===== config.mk =====
export PLATFORM = sky130hd
export DESIGN_NAME = isb_host
export DESIGN_NICKNAME = d
export VERILOG_FILES = /design/src/include/isb_pkg.sv /design/src/verilog/isb_fifo.sv /design/src/verilog/isb_host.sv /design/src/verilog/isb_sync.sv
export VERILOG_INCLUDE_DIRS = /design/src /design/src/include
export SDC_FILE = /design/constraint.sdc
export NUM_CORES = 2
export LEC_CHECK = 0
export ABC_AREA = 1
export BUFFER_PORTS_ARGS = -buffer_cell sky130_fd_sc_hd__buf_4
export CAP_MARGIN = 5
export CORE_MARGIN = 5
export CORE_UTILIZATION = 56
export CTS_CLUSTER_DIAMETER = 40
export DETAILED_ROUTE_END_ITERATION = 7
export PLACE_DENSITY = 0.76
export SYNTH_ARGS = -nofsm -noshare
export SYNTH_HDL_FRONTEND = slang
export SYNTH_SLANG_ARGS = --single-unit

===== constraint.sdc =====
create_clock -name clk_sys -period 2.83 [get_ports clk_sys]
set_input_delay 0.4245 -clock clk_sys [delete_from_list [all_inputs] [get_ports clk_sys]]
set_output_delay 0.4245 -clock clk_sys [all_outputs]
set_load 0.005 [all_outputs]

===== src/include/isb_cfg.svh =====
`ifndef ISB_CFG_SVH
`define ISB_CFG_SVH

// ---------------------------------------------------------------
// widths and clocking
// ---------------------------------------------------------------
`define ISB_AW          24
`define ISB_DW          16
`define ISB_SA_W        20
`define ISB_LA_LO       17
`define ISB_CLK_MHZ     100
`define ISB_BCLK_NS     80
`define ISB_BCLK_HALF   ((`ISB_BCLK_NS * `ISB_CLK_MHZ) / 2000)
`define ISB_RESDRV_NS   1000
`define ISB_RESDRV_CYC  ((`ISB_RESDRV_NS * `ISB_CLK_MHZ + 999) / 1000)

// ---------------------------------------------------------------
// cycle shapes, in bus clock periods
// ---------------------------------------------------------------
`define ISB_CMD8_BCLKS  4
`define ISB_CMD16_BCLKS 2
`define ISB_DMA_BCLKS   2

// ---------------------------------------------------------------
// line masks, priority order and request queue depth
// ---------------------------------------------------------------
`define ISB_DRQ_MASK    8'hEF
`define ISB_IRQ_MASK    16'hDEF8
`define ISB_IRQ_ORDER   44'h9ABCEF34567
`define ISB_IRQ_COUNT   11
`define ISB_FIFO_DEPTH  32

`endif


===== src/include/isb_pkg.sv =====
`include "isb_cfg.svh"

package isb_pkg;

  typedef struct packed {
    logic                 wr;
    logic                 io;
    logic                 wide;
    logic [`ISB_AW-1:0]   addr;
    logic [`ISB_DW-1:0]   data;
  } isb_req_t;

  typedef struct packed {
    logic [`ISB_DW-1:0]   data;
    logic                 chk;
  } isb_rsp_t;

  typedef enum logic [4:0] {
    ST_IDLE = 5'h01,
    ST_ADDR = 5'h02,
    ST_CMD  = 5'h04,
    ST_END  = 5'h08,
    ST_HOLD = 5'h10
  } isb_state_t;

endpackage : isb_pkg


===== src/verilog/isb_fifo.sv =====
module isb_fifo #(
  parameter int W     = 8,
  parameter int DEPTH = 32
) (
  input  wire logic         clk_sys,
  input  wire logic         rst,
  input  wire logic         in_valid,
  input  wire logic [W-1:0] in_data,
  output logic              in_ready,
  output logic              out_valid,
  output logic      [W-1:0] out_data,
  input  wire logic         out_ready
);

  localparam int AW = $clog2(DEPTH);

  typedef struct packed {
    logic [DEPTH-1:0][W-1:0] mem;
    logic [AW-1:0]           wp;
    logic [AW-1:0]           rp;
    logic [AW:0]             cnt;
    logic                    full;
    logic                    ov;
    logic [W-1:0]            od;
  } isb_fifo_st_t;

  isb_fifo_st_t q;
  isb_fifo_st_t d;
  logic         push;
  logic         pop;

  // output word sits in a register; memory refills it when it drains
  always_comb begin
    d    = q;
    push = in_valid && !q.full;
    pop  = (q.cnt != '0) && (!q.ov || out_ready);
    if (push) begin
      d.mem[q.wp] = in_data;
      d.wp        = q.wp + 1'b1;
    end
    if (out_ready && q.ov) begin
      d.ov = 1'b0;
    end
    if (pop) begin
      d.od = q.mem[q.rp];
      d.ov = 1'b1;
      d.rp = q.rp + 1'b1;
    end
    d.cnt  = q.cnt + {{AW{1'b0}}, push} - {{AW{1'b0}}, pop};
    d.full = (d.cnt == (AW + 1)'(DEPTH));
  end

  always_ff @(posedge clk_sys) begin
    if (rst) begin
      q <= '0;
    end else begin
      q <= d;
    end
  end

  assign in_ready  = !q.full;
  assign out_valid = q.ov;
  assign out_data  = q.od;

endmodule : isb_fifo


===== src/verilog/isb_host.sv =====
// How it works
// - during a dma cycle aen is high; dma owns address and command lines
// - bale high with valid address; its fall latches the processor address
// - bale stays high through the whole dma cycle
// - bus clock is a divided clock with equal high and low halves
// - ready low stretches the command by whole bus clock periods
// - on byte transfers the upper byte is steered onto the low lanes
// - a word transfer to a byte card becomes two byte transfers
// - a dma grant drives the matching acknowledge low; channels 0-3, 5-7
// - dma requests win by fixed priority, channel 0 highest, 7 lowest
// - channels 0-3 move bytes, channels 5-7 move words
// - io16 low marks a word io cycle, run with one wait state
// - channel check low is latched as an uncorrectable system error
// - io read strobe is active low and asks the card to drive data
// - io write strobe is active low and asks the card to take data
// - interrupts ranked 9-12,14,15 above 3-7; 9 highest, 7 lowest
// - an interrupt is a rising edge, held until acknowledged
// - upper unlatched address lines are driven while bale is high
`include "isb_cfg.svh"

module isb_host #(
  parameter int FIFO_DEPTH = `ISB_FIFO_DEPTH
) (
  input  wire logic                       clk_sys,
  input  wire logic                       rst,
  input  wire logic                       req_valid,
  input  wire isb_pkg::isb_req_t          req,
  output logic                            req_ready,
  output isb_pkg::isb_rsp_t               rsp,
  output logic                            rsp_valid,
  input  wire logic [`ISB_AW-1:0]         dma_addr,
  input  wire logic                       dma_to_mem,
  output logic                            dma_done,
  output logic [2:0]                      dma_chan,
  output logic                            irq_valid,
  output logic [3:0]                      irq_num,
  input  wire logic                       irq_ack,
  output logic                            sys_err,
  input  wire logic                       err_clr,
  output logic                            bclk,
  output logic                            resdrv,
  output logic                            bale,
  output logic                            aen,
  output logic [`ISB_SA_W-1:0]            sa,
  output logic [`ISB_AW-1:`ISB_LA_LO]     la,
  output logic                            sbhe_n,
  output logic                            iorc_n,
  output logic                            iowc_n,
  output logic                            mrdc_n,
  output logic                            mwtc_n,
  output logic [7:0]                      dak_n,
  output logic [`ISB_DW-1:0]              d_out,
  output logic                            d_oe_n,
  input  wire logic [`ISB_DW-1:0]         d_in,
  input  wire logic                       chrdy,
  input  wire logic                       io16_n,
  input  wire logic                       iochk_n,
  input  wire logic [7:0]                 drq,
  input  wire logic [15:0]                irq
);

  import isb_pkg::*;

  // ---------------------------------------------------------------
  // state
  // ---------------------------------------------------------------
  typedef struct packed {
    isb_state_t                 fsm;
    logic [7:0]                 div;
    logic                       bclk;
    logic [7:0]                 rcnt;
    logic                       resdrv;
    logic                       bale;
    logic                       aen;
    logic [`ISB_SA_W-1:0]       sa;
    logic [`ISB_AW-1:`ISB_LA_LO] la;
    logic                       sbhe_n;
    logic                       iorc_n;
    logic                       iowc_n;
    logic                       mrdc_n;
    logic                       mwtc_n;
    logic [7:0]                 dak_n;
    logic [`ISB_DW-1:0]         d_out;
    logic                       d_oe_n;
    logic [3:0]                 cnt;
    logic                       half;
    logic                       wide16;
    logic                       dma;
    logic                       dma_done;
    logic [2:0]                 dma_chan;
    isb_req_t                   rq;
    logic [`ISB_DW-1:0]         rdata;
    logic                       rsp_valid;
    logic [15:0]                irq_prev;
    logic [15:0]                irq_pend;
    logic                       irq_valid;
    logic [3:0]                 irq_num;
    logic                       sys_err;
  } isb_host_st_t;

  isb_host_st_t       q;
  isb_host_st_t       d;
  isb_req_t           f_req;
  logic               f_valid;
  logic               pop;
  logic               rise;
  logic               w16;
  logic               dma_any;
  logic [2:0]         ch;
  logic [15:0]        irq_rise;
  logic [15:0]        irq_clr;
  logic [`ISB_AW-1:0] a1;
  logic [`ISB_DW-1:0] d_s;
  logic [26:0]        ctl_s;
  logic [7:0]         drq_s;
  logic [15:0]        irq_s;
  logic               chrdy_s;
  logic               io16_s_n;
  logic               iochk_s_n;

  // ---------------------------------------------------------------
  // priority pickers
  // ---------------------------------------------------------------
  function automatic logic [4:0] irq_pick(input logic [15:0] pend);
    logic [3:0] n;
    logic [4:0] r;
    r = 5'h00;
    for (int i = `ISB_IRQ_COUNT - 1; i >= 0; i--) begin
      n = 4'(`ISB_IRQ_ORDER >> (4 * (`ISB_IRQ_COUNT - 1 - i)));
      if (pend[n]) begin
        r = {1'b1, n};
      end
    end
    return r;
  endfunction : irq_pick

  function automatic logic [2:0] drq_pick(input logic [7:0] rq);
    logic [2:0] r;
    r = 3'h0;
    for (int i = 7; i >= 0; i--) begin
      if (rq[i]) begin
        r = 3'(i);
      end
    end
    return r;
  endfunction : drq_pick

  // ---------------------------------------------------------------
  // request queue and pin synchronisers
  // ---------------------------------------------------------------
  isb_fifo #(
    .W     ($bits(isb_req_t)),
    .DEPTH (FIFO_DEPTH)
  ) u_fifo (
    .clk_sys   (clk_sys),
    .rst       (rst),
    .in_valid  (req_valid),
    .in_data   (req),
    .in_ready  (req_ready),
    .out_valid (f_valid),
    .out_data  (f_req),
    .out_ready (pop)
  );

  isb_sync #(
    .W       (`ISB_DW),
    .RST_VAL (16'h0000)
  ) u_sync_d (
    .clk_sys  (clk_sys),
    .rst      (rst),
    .async_in (d_in),
    .sync_out (d_s)
  );

  isb_sync #(
    .W       (27),
    .RST_VAL (27'h0000007)
  ) u_sync_ctl (
    .clk_sys  (clk_sys),
    .rst      (rst),
    .async_in ({drq, irq, chrdy, io16_n, iochk_n}),
    .sync_out (ctl_s)
  );

  assign {drq_s, irq_s, chrdy_s, io16_s_n, iochk_s_n} = ctl_s;

  // ---------------------------------------------------------------
  // next state
  // ---------------------------------------------------------------
  always_comb begin
    d           = q;
    d.rsp_valid = 1'b0;
    d.dma_done  = 1'b0;
    pop         = 1'b0;
    w16         = 1'b0;
    a1          = q.rq.addr + 24'h000001;
    rise        = (q.div == 8'(`ISB_BCLK_HALF - 1)) && !q.bclk;
    dma_any     = |(drq_s & `ISB_DRQ_MASK);
    ch          = drq_pick(drq_s & `ISB_DRQ_MASK);
    // bus clock toggles every half period
    if (q.div == 8'(`ISB_BCLK_HALF - 1)) begin
      d.div  = 8'h00;
      d.bclk = ~q.bclk;
    end else begin
      d.div = q.div + 8'h01;
    end
    if (q.rcnt != 8'h00) begin
      d.rcnt = q.rcnt - 8'h01;
    end
    d.resdrv = (q.rcnt != 8'h00);
    // interrupts: edge sets pending, acknowledge clears, set wins
    d.irq_prev = irq_s;
    irq_rise   = irq_s & ~q.irq_prev & `ISB_IRQ_MASK;
    irq_clr    = (irq_ack && q.irq_valid) ? (16'h0001 << q.irq_num) : 16'h0000;
    d.irq_pend = (q.irq_pend & ~irq_clr) | irq_rise;
    {d.irq_valid, d.irq_num} = irq_pick(d.irq_pend);
    d.sys_err = (q.sys_err && !err_clr) || !iochk_s_n;
    if (rise) begin
      unique case (q.fsm)
        ST_IDLE: begin
          if (!q.resdrv && dma_any) begin
            d.dma      = 1'b1;
            d.dma_chan = ch;
            d.dak_n    = ~(8'h01 << ch);
            d.aen      = 1'b1;
            d.bale     = 1'b1;
            d.sa       = dma_addr[`ISB_SA_W-1:0];
            d.la       = dma_addr[`ISB_AW-1:`ISB_LA_LO];
            d.sbhe_n   = ~ch[2];
            d.fsm      = ST_ADDR;
          end else if (!q.resdrv && f_valid) begin
            pop      = 1'b1;
            d.dma    = 1'b0;
            d.rq     = f_req;
            d.half   = 1'b0;
            d.rdata  = 16'h0000;
            d.bale   = 1'b1;
            d.sa     = f_req.addr[`ISB_SA_W-1:0];
            d.la     = f_req.addr[`ISB_AW-1:`ISB_LA_LO];
            d.sbhe_n = ~f_req.wide;
            d.fsm    = ST_ADDR;
          end
        end
        ST_ADDR: begin
          d.bale = q.dma;
          if (q.dma) begin
            w16      = q.dma_chan[2];
            d.iorc_n = !dma_to_mem;
            d.mwtc_n = !dma_to_mem;
            d.mrdc_n = dma_to_mem;
            d.iowc_n = dma_to_mem;
            d.cnt    = 4'(`ISB_DMA_BCLKS - 1);
          end else begin
            w16 = q.rq.io && q.rq.wide && !q.half && !io16_s_n && !q.sa[0];
            d.iorc_n = !(q.rq.io && !q.rq.wr);
            d.iowc_n = !(q.rq.io && q.rq.wr);
            d.mrdc_n = !(!q.rq.io && !q.rq.wr);
            d.mwtc_n = !(!q.rq.io && q.rq.wr);
            d.d_oe_n = !q.rq.wr;
            if (w16) begin
              d.d_out = q.rq.data;
              d.cnt   = 4'(`ISB_CMD16_BCLKS - 1);
            end else begin
              d.d_out = q.half ? {8'h00, q.rq.data[15:8]}
                               : {8'h00, q.rq.data[7:0]};
              d.cnt   = 4'(`ISB_CMD8_BCLKS - 1);
            end
          end
          d.wide16 = w16;
          d.fsm    = ST_CMD;
        end
        ST_CMD: begin
          if (q.cnt != 4'h0) begin
            d.cnt = q.cnt - 4'h1;
          end else if (chrdy_s) begin
            if (q.wide16) begin
              d.rdata = d_s;
            end else if (q.half) begin
              d.rdata[15:8] = d_s[7:0];
            end else begin
              d.rdata[7:0] = d_s[7:0];
            end
            d.iorc_n = 1'b1;
            d.iowc_n = 1'b1;
            d.mrdc_n = 1'b1;
            d.mwtc_n = 1'b1;
            d.d_oe_n = 1'b1;
            d.fsm    = ST_END;
          end
        end
        ST_END: begin
          if (q.dma) begin
            d.dak_n    = 8'hFF;
            d.aen      = 1'b0;
            d.bale     = 1'b0;
            d.dma      = 1'b0;
            d.sbhe_n   = 1'b1;
            d.dma_done = 1'b1;
            d.fsm      = ST_IDLE;
          end else if (q.rq.wide && !q.wide16 && !q.half) begin
            d.half = 1'b1;
            d.bale = 1'b1;
            d.sa   = a1[`ISB_SA_W-1:0];
            d.la   = a1[`ISB_AW-1:`ISB_LA_LO];
            d.fsm  = ST_ADDR;
          end else begin
            d.sbhe_n    = 1'b1;
            d.rsp_valid = 1'b1;
            d.fsm       = ST_IDLE;
          end
        end
        default: begin
          d.fsm = ST_IDLE;
        end
      endcase
    end
  end

  // ---------------------------------------------------------------
  // registers
  // ---------------------------------------------------------------
  always_ff @(posedge clk_sys) begin
    if (rst) begin
      q        <= '0;
      q.fsm    <= ST_IDLE;
      q.rcnt   <= 8'(`ISB_RESDRV_CYC);
      q.resdrv <= 1'b1;
      q.sbhe_n <= 1'b1;
      q.iorc_n <= 1'b1;
      q.iowc_n <= 1'b1;
      q.mrdc_n <= 1'b1;
      q.mwtc_n <= 1'b1;
      q.dak_n  <= 8'hFF;
      q.d_oe_n <= 1'b1;
    end else begin
      q <= d;
    end
  end

  // ---------------------------------------------------------------
  // outputs
  // ---------------------------------------------------------------
  assign rsp       = '{data: q.rdata, chk: q.sys_err};
  assign rsp_valid = q.rsp_valid;
  assign dma_done  = q.dma_done;
  assign dma_chan  = q.dma_chan;
  assign irq_valid = q.irq_valid;
  assign irq_num   = q.irq_num;
  assign sys_err   = q.sys_err;
  assign bclk      = q.bclk;
  assign resdrv    = q.resdrv;
  assign bale      = q.bale;
  assign aen       = q.aen;
  assign sa        = q.sa;
  assign la        = q.la;
  assign sbhe_n    = q.sbhe_n;
  assign iorc_n    = q.iorc_n;
  assign iowc_n    = q.iowc_n;
  assign mrdc_n    = q.mrdc_n;
  assign mwtc_n    = q.mwtc_n;
  assign dak_n     = q.dak_n;
  assign d_out     = q.d_out;
  assign d_oe_n    = q.d_oe_n;

endmodule : isb_host


===== src/verilog/isb_sync.sv =====
module isb_sync #(
  parameter int           W       = 1,
  parameter logic [W-1:0] RST_VAL = '0
) (
  input  wire logic         clk_sys,
  input  wire logic         rst,
  input  wire logic [W-1:0] async_in,
  output logic      [W-1:0] sync_out
);

  typedef struct packed {
    logic [W-1:0] meta;
    logic [W-1:0] stab;
  } isb_sync_st_t;

  isb_sync_st_t q;
  isb_sync_st_t d;

  always_comb begin
    d      = q;
    d.meta = async_in;
    d.stab = q.meta;
  end

  always_ff @(posedge clk_sys) begin
    if (rst) begin
      q <= '{meta: RST_VAL, stab: RST_VAL};
    end else begin
      q <= d;
    end
  end

  assign sync_out = q.stab;

endmodule : isb_sync

# == After elaboration in Yosys (flattened, before gate mapping) ==
# Index checks and enable logic that the tools add are counted.
# totals
rom_bits,0
mem_count,0
ff_bits,1714
output_inout_bits,90
word_cells,279
in_bits,116
ram_bits,0
latchBits,0
# op_classes
mux,84
order_cmp,3
shifts,2
eq_ne,21
multipliers,0
reduce_logical,68
bitwise,13
div_mod_pow,0
n_addsub,8
# ops
op,count
bitwise mux 1376 bit,1
binary-select mux 43 bit (select 5 bit),1
demux 43 bit (select 5 bit),1
2-to-1 mux 16 bit,7
2-to-1 mux 43 bit,2
2-to-1 mux 5 bit,16
one-hot mux 29 bit (2 select lines),1
2-to-1 mux 28 bit,2
2-to-1 mux 27 bit,2
2-to-1 mux 44 bit,1
2-to-1 mux 8 bit,5
bitwise AND 16 bit,2
inverter 16 bit,2
one-hot mux 16 bit (2 select lines),1
adder 24 x 1 -> 24 bit (second input constant),1
AND reduction 4 bit,6
2-to-1 mux 1 bit,23
2-to-1 mux 3 bit,7
one-hot mux 5 bit (4 select lines),1
logical AND 1 bit,19
!= test 2 bit (second input constant),9
zero test 1 bit,17
2-to-1 mux 4 bit,4
OR 16 bit,1
41 further kinds,67

# == Longest topological paths before layout ==
# logic_depth
word_depth,16
depth_mapped,20
depth_no_buf,19

# == By module ==
# Synthesis repeated with hierarchy kept, for this count alone.
# unflattened
cells_unflattened,10549
area_unflattened_um2,74277.5
# by_module_without_submodules
module,instances,cells_per_inst,seq_area_each_um2,area_each_um2
isb_fifo,1,8964,28767.6,62720.2
isb_host,1,1318,3543.4,9115.0
isb_sync at u_sync_ctl,1,168,1081.0,1527.7
isb_sync at u_sync_d,1,99,640.6,914.6

# == Worst setup path before layout ==
# Ideal clock, no wire load.
# synth_path
path_kind,register to register
from,register q[178] (netlist bit)
to,register u_fifo.q[44] (netlist bit)
setup_ns,0.078
arrival_time_ns,2.900
path_slack_ns,-0.148
n_path_buf,1
period_less_slack_ns,2.978
t_required_ns,2.752
stages_incl_launch_ff,20
cell_sequence,dfxtp_1 > ha_1 > nand2_1 > nor2_2 > nand2_2 > clkinv_2 > nand3_4 > nand2_2 > nand2_4 > clkinv_2 > buf_2 > ha_1 > inv_1 > ha_1 > inv_1 > fa_1 > o21ai_0 > xnor2_1 > nand4_1 > nor3_1
# synth_between
elab_chain_cells,7
# synth_lines
item,line,source
start: declaration,isb_host.sv:101,isb_host_st_t q;
equality test 8 x 2 -> 1 bit,isb_host.sv:197,rise = (q.div == 8'(`ISB_BCLK_HALF - 1)) && !q.bclk;
logical AND 1 bit,isb_host.sv:197,
2-to-1 mux 1 bit,isb_host.sv:218,if (rise) begin
logical OR 1 bit,isb_fifo.sv:36,pop = (q.cnt != '0) && (!q.ov || out_ready);
logical AND 1 bit,isb_fifo.sv:36,
subtractor 6 x 1 -> 6 bit,isb_fifo.sv:49,"d.cnt = q.cnt + {{AW{1'b0}}, push} - {{AW{1'b0}}, pop};"
equality test 6 bit,isb_fifo.sv:50,d.full = (d.cnt == (AW + 1)'(DEPTH));
end signal: assignment,isb_fifo.sv:55,q <= '0;
end signal: assignment,isb_fifo.sv:57,q <= d;
end: declaration,isb_fifo.sv:27,isb_fifo_st_t q;
# No other way between the ends.
# A chain may end at the register's enable or synchronous reset.

# == Final worst setup path ==
# Same ends and word-level chain as after synthesis.

==> summary.md <==
| Metric | Value |
|---|---|
| Required @ worst endpoint | between 3000 and 4000 ps |
| Most frequent cells in the layout | 3645 x nor2_1, 2069 x o21ai_0, 1684 x dfxtp_1 |
| Crit-path max cell delay | between 300 and 400 ps |
| Slew @ Worst Pin | 1070 ps |
| # H-tree levels | 4 |
| Max Root-Sink Buffers | 3 |
| Antenna Nets Post-Route | 0 |
| RSZ-0062 raised after global routing | no |
| Worst r2r src | q[178] |
| GRT Total Usage | roughly 36% |
| Final nets | 10600 |
| Initial antenna violation count | 10 |
| DRC Markers | 0 |
| Row count | 132 |
| Flop-to-flop setup slack | 200 ps |
| Cts bufs inserted | 207 |
| Setup crit end kind | flip-flop |
| Utilization after layout | between 60% and 70% |
| Synth-to-Final Area Change | 14.2% |
| Status | complete, no violations |
| Async S/R FF share, synth | 0% |
| Commonest non-fill, non-tap cell in the layout | nor2_1 |
| Final Cell Area | 83800 um2 |
| Number of synthesized flops with an enable pin | 0 |
| Core Footprint | about 130000 um2 |
| Post-Syn Area | 73400 um2 |
| Skew final | 31.8 ps |
| Post-synthesis sequential area ratio | roughly 46% |
| Clk_lat worst skew | between 800 and 900 ps |
| F_max | 381 MHz |
| Buffers on Ports | between 150 and 200 |
| Largest net degree at the start of global routing | 180 |
| Top Ports | 206 |
| Slowest CP cell | fa_2 |
| Final setup viols | 0 |
| Critical path class | flip-flop to flip-flop |
| Setup TNS | 0 ps |
| Crit share post-route | 92.8% |
| Initial Util | 56.5% |
| Met2 usage | 55.4% |
| WL/cell | approximately 21 um |
| R2R depth | 18 |
| 1st-iter DRT viols | about 12000 |
| Global-route wire length before repair | 397 mm |
| Most Crowded Layer GR | met2 |
| Worst Hold Slack | 38.6 ps |
| Clock sinks | 1688 |
| Slew HR | 28.9% |
| Root buffer cell | clkbuf_16 |
| Die ar. | 138000 um2 |
| Via density | ~6 |
| Post-synthesis register bit count | 1688 |
| Final Wtd Congestion | 0.897 |
| Reg clk slew, reported paths | 60 ps |
| Total overflow reported by the global router | 0 |
| Ys flop type | dfxtp_1 |
| Leakage | 35.8 nW |
| Hold Crit Class | primary input to flip-flop |
| DRT Pass-1 Iters | 7 |
| Die height | roughly 370 um |
| Post-Syn Area per Cell | slightly below 7 um2 |
| Met3 Use GR | under 10% |
| CTS tree | done |
| WL final | ~260 mm |
| Mapped Nets | 10900 |
| Hold Path Origin | req[4] |
| Worst-path cell chain | ha_2 -> nand2_1 -> nor2_2 -> nand2_2 -> clkinv_4 -> nand3_4 -> nand2_4 -> nand2_4 -> clkinv_2 -> ha_1 -> inv_1 -> ha_1 -> inv_1 -> fa_2 -> o21ai_2 -> xnor2_1 -> nand4_1 -> nor3_1 |
| Placed Instance Area | 76000 um2 |
| Hold Crit Depth | 3 |
| Vias in the first global route | ~69000 |
| Fin crit period | 2630 ps |
| Max-Cap Viols | 0 |
| Startpoint types | flip-flop |
| FF-to-FF End | u_fifo.q[44] |
| Yosys warns | 0 |
| Post-CTS setup buffers | 0 |
| Peak supply drop | a little over 0.8 mV |
| Share of cells above drive strength 1 | 9.34% |
| Fin. max-slew vios | 0 |
| Worst Path Arrival | 3370 ps |
| Power Dens Cells | 821 nW/um2 |
| Netlist cell types | 47 |
| Final hold vios | 0 |
| Syn Inst Count | 10800 |
| Die width | about 370 um |
| CP Launch Point | q[178] |
| M1 GR Usage | 46.7% |
| Via count | 74600 |
| Crit Path Max Fanout | 3 |
| DP Wirelength | 151 mm |
| Hold EP | u_fifo.q[65] |
## worst max-delay path, delay by kind of cell (launching register included)
family	cells	cell delay [ps]
AOI/OAI and AO/OA	1	140
xor gates and xnor gates	1	150
adders and majority gates	4	920
buffers and inverters	4	240
DFF	1	340
and+or+nand+nor	8	770
## sequential cells by signal, indices dropped and copies added, names as in the netlist, 3 cells and up
| signal | cells |
|---|---|
| d_out | 16 |
| dak_n | 8 |
| dma_chan | 3 |
| irq_num | 4 |
| la | 5 |
| q | 92 |
| rsp | 16 |
| sa | 19 |
| u_fifo.out_data | 43 |
| u_fifo.q | 1393 |
| u_sync_ctl.d | 21 |
| u_sync_ctl.sync_out | 21 |
| u_sync_d.d | 16 |
| u_sync_d.sync_out | 16 |
## metal layers
layer  vias to the layer above  wire length, um  share of wire [%]
met5                         -               37              0.014
met4                         4            17500                6.6
met1                     34300           100000                 38
met2                      5084           112000                 43
li1                      34200                -                  -
met3                      1029            33700                 13
## metrics by stage
stage | setup slack, ps | instances | power (W)
3_5_place_dp | 119 | 12000 | 0.0409
5_1_grt | 17.4 | 12400 | 0.0712
2_1_floorplan | 0.527 | 10800 | 0.0359
4_1_cts | 98.0 | 12400 | 0.0683
6_report | 203 | 12400 | 0.0688
3_3_place_gp | 95.8 | 12000 | 0.0408
## where the power goes
part / internal [W] / switching [W] / leakage [nW]
Combinational: 0.00475 / 0.0111 / 18.6
Sequential: 0.0244 / 0.000917 / 13.6
Clock: 0.0167 / 0.0110 / 3.51
Total: 0.0458 / 0.0230 / 35.8
## area by class of cell
class                      count  area (um2)
antenna                        6        15.0
clock buffer                 255        5660
clock inverter               129        1590
fill                       11100       46200
inverter                     364        1400
multi-input combinational   7742       34300
sequential                  1688       33800
tap                         1742        2180
timing repair buffer         508        4900
## synthesized netlist by cell type, types with 3 or more instances
cell / instances / area share [%]
a211oi_1: 23 / 0.24
a21oi_1: 357 / 2.4
a21oi_2: 30 / 0.36
and2_1: 4 / 0.034
buf_1: 139 / 0.71
buf_12: 3 / 0.082
buf_2: 152 / 1.0
buf_4: 82 / 0.84
clkbuf_1: 595 / 3.0
clkinv_1: 12 / 0.061
dfxtp_1: 1688 / 46
ha_1: 18 / 0.31
inv_1: 312 / 1.6
inv_2: 38 / 0.19
nand2_1: 821 / 4.2
nand2_2: 3 / 0.026
nand2_4: 4 / 0.061
nand3_1: 504 / 3.4
nand3_2: 32 / 0.44
nand4_1: 12 / 0.10
nor2_1: 3674 / 19
nor2_2: 6 / 0.051
nor3_1: 22 / 0.15
o211ai_1: 104 / 1.1
o21ai_0: 2070 / 14
o21ai_1: 14 / 0.095
o22ai_1: 3 / 0.026
or2_2: 13 / 0.11
xnor2_1: 3 / 0.036
xor2_1: 9 / 0.11
## logic make-up after synthesis
| kind of cell | synth area share, % |
|---|---|
| xor gates and xnor gates | 0.143 |
| buffers and inverters | 7.60 |
| DFF | 46.0 |
| adders and majority gates | 0.334 |
| AOI/OAI and AO/OA | 18.4 |
| and+or+nand+nor | 27.5 |
## worst max-delay path by stage
stage               slack (ps)      endpoint  depth (start not counted)
global route                20  u_fifo.q[44]                         18
CTS                        100  u_fifo.q[44]                         18
finish                     200  u_fifo.q[44]                         18
detailed placement         120  u_fifo.q[44]                         18
floorplan                  0.5  u_fifo.q[44]                         19
global placement           100  u_fifo.q[44]                         18
## what timing repair did
action,CTS,global route
hold endpoints to repair,62,0
gates resized for setup,0,2
endpoints found under the setup margin,0,1
hold buffers,56,0
(Power assumes the default switching activity.)
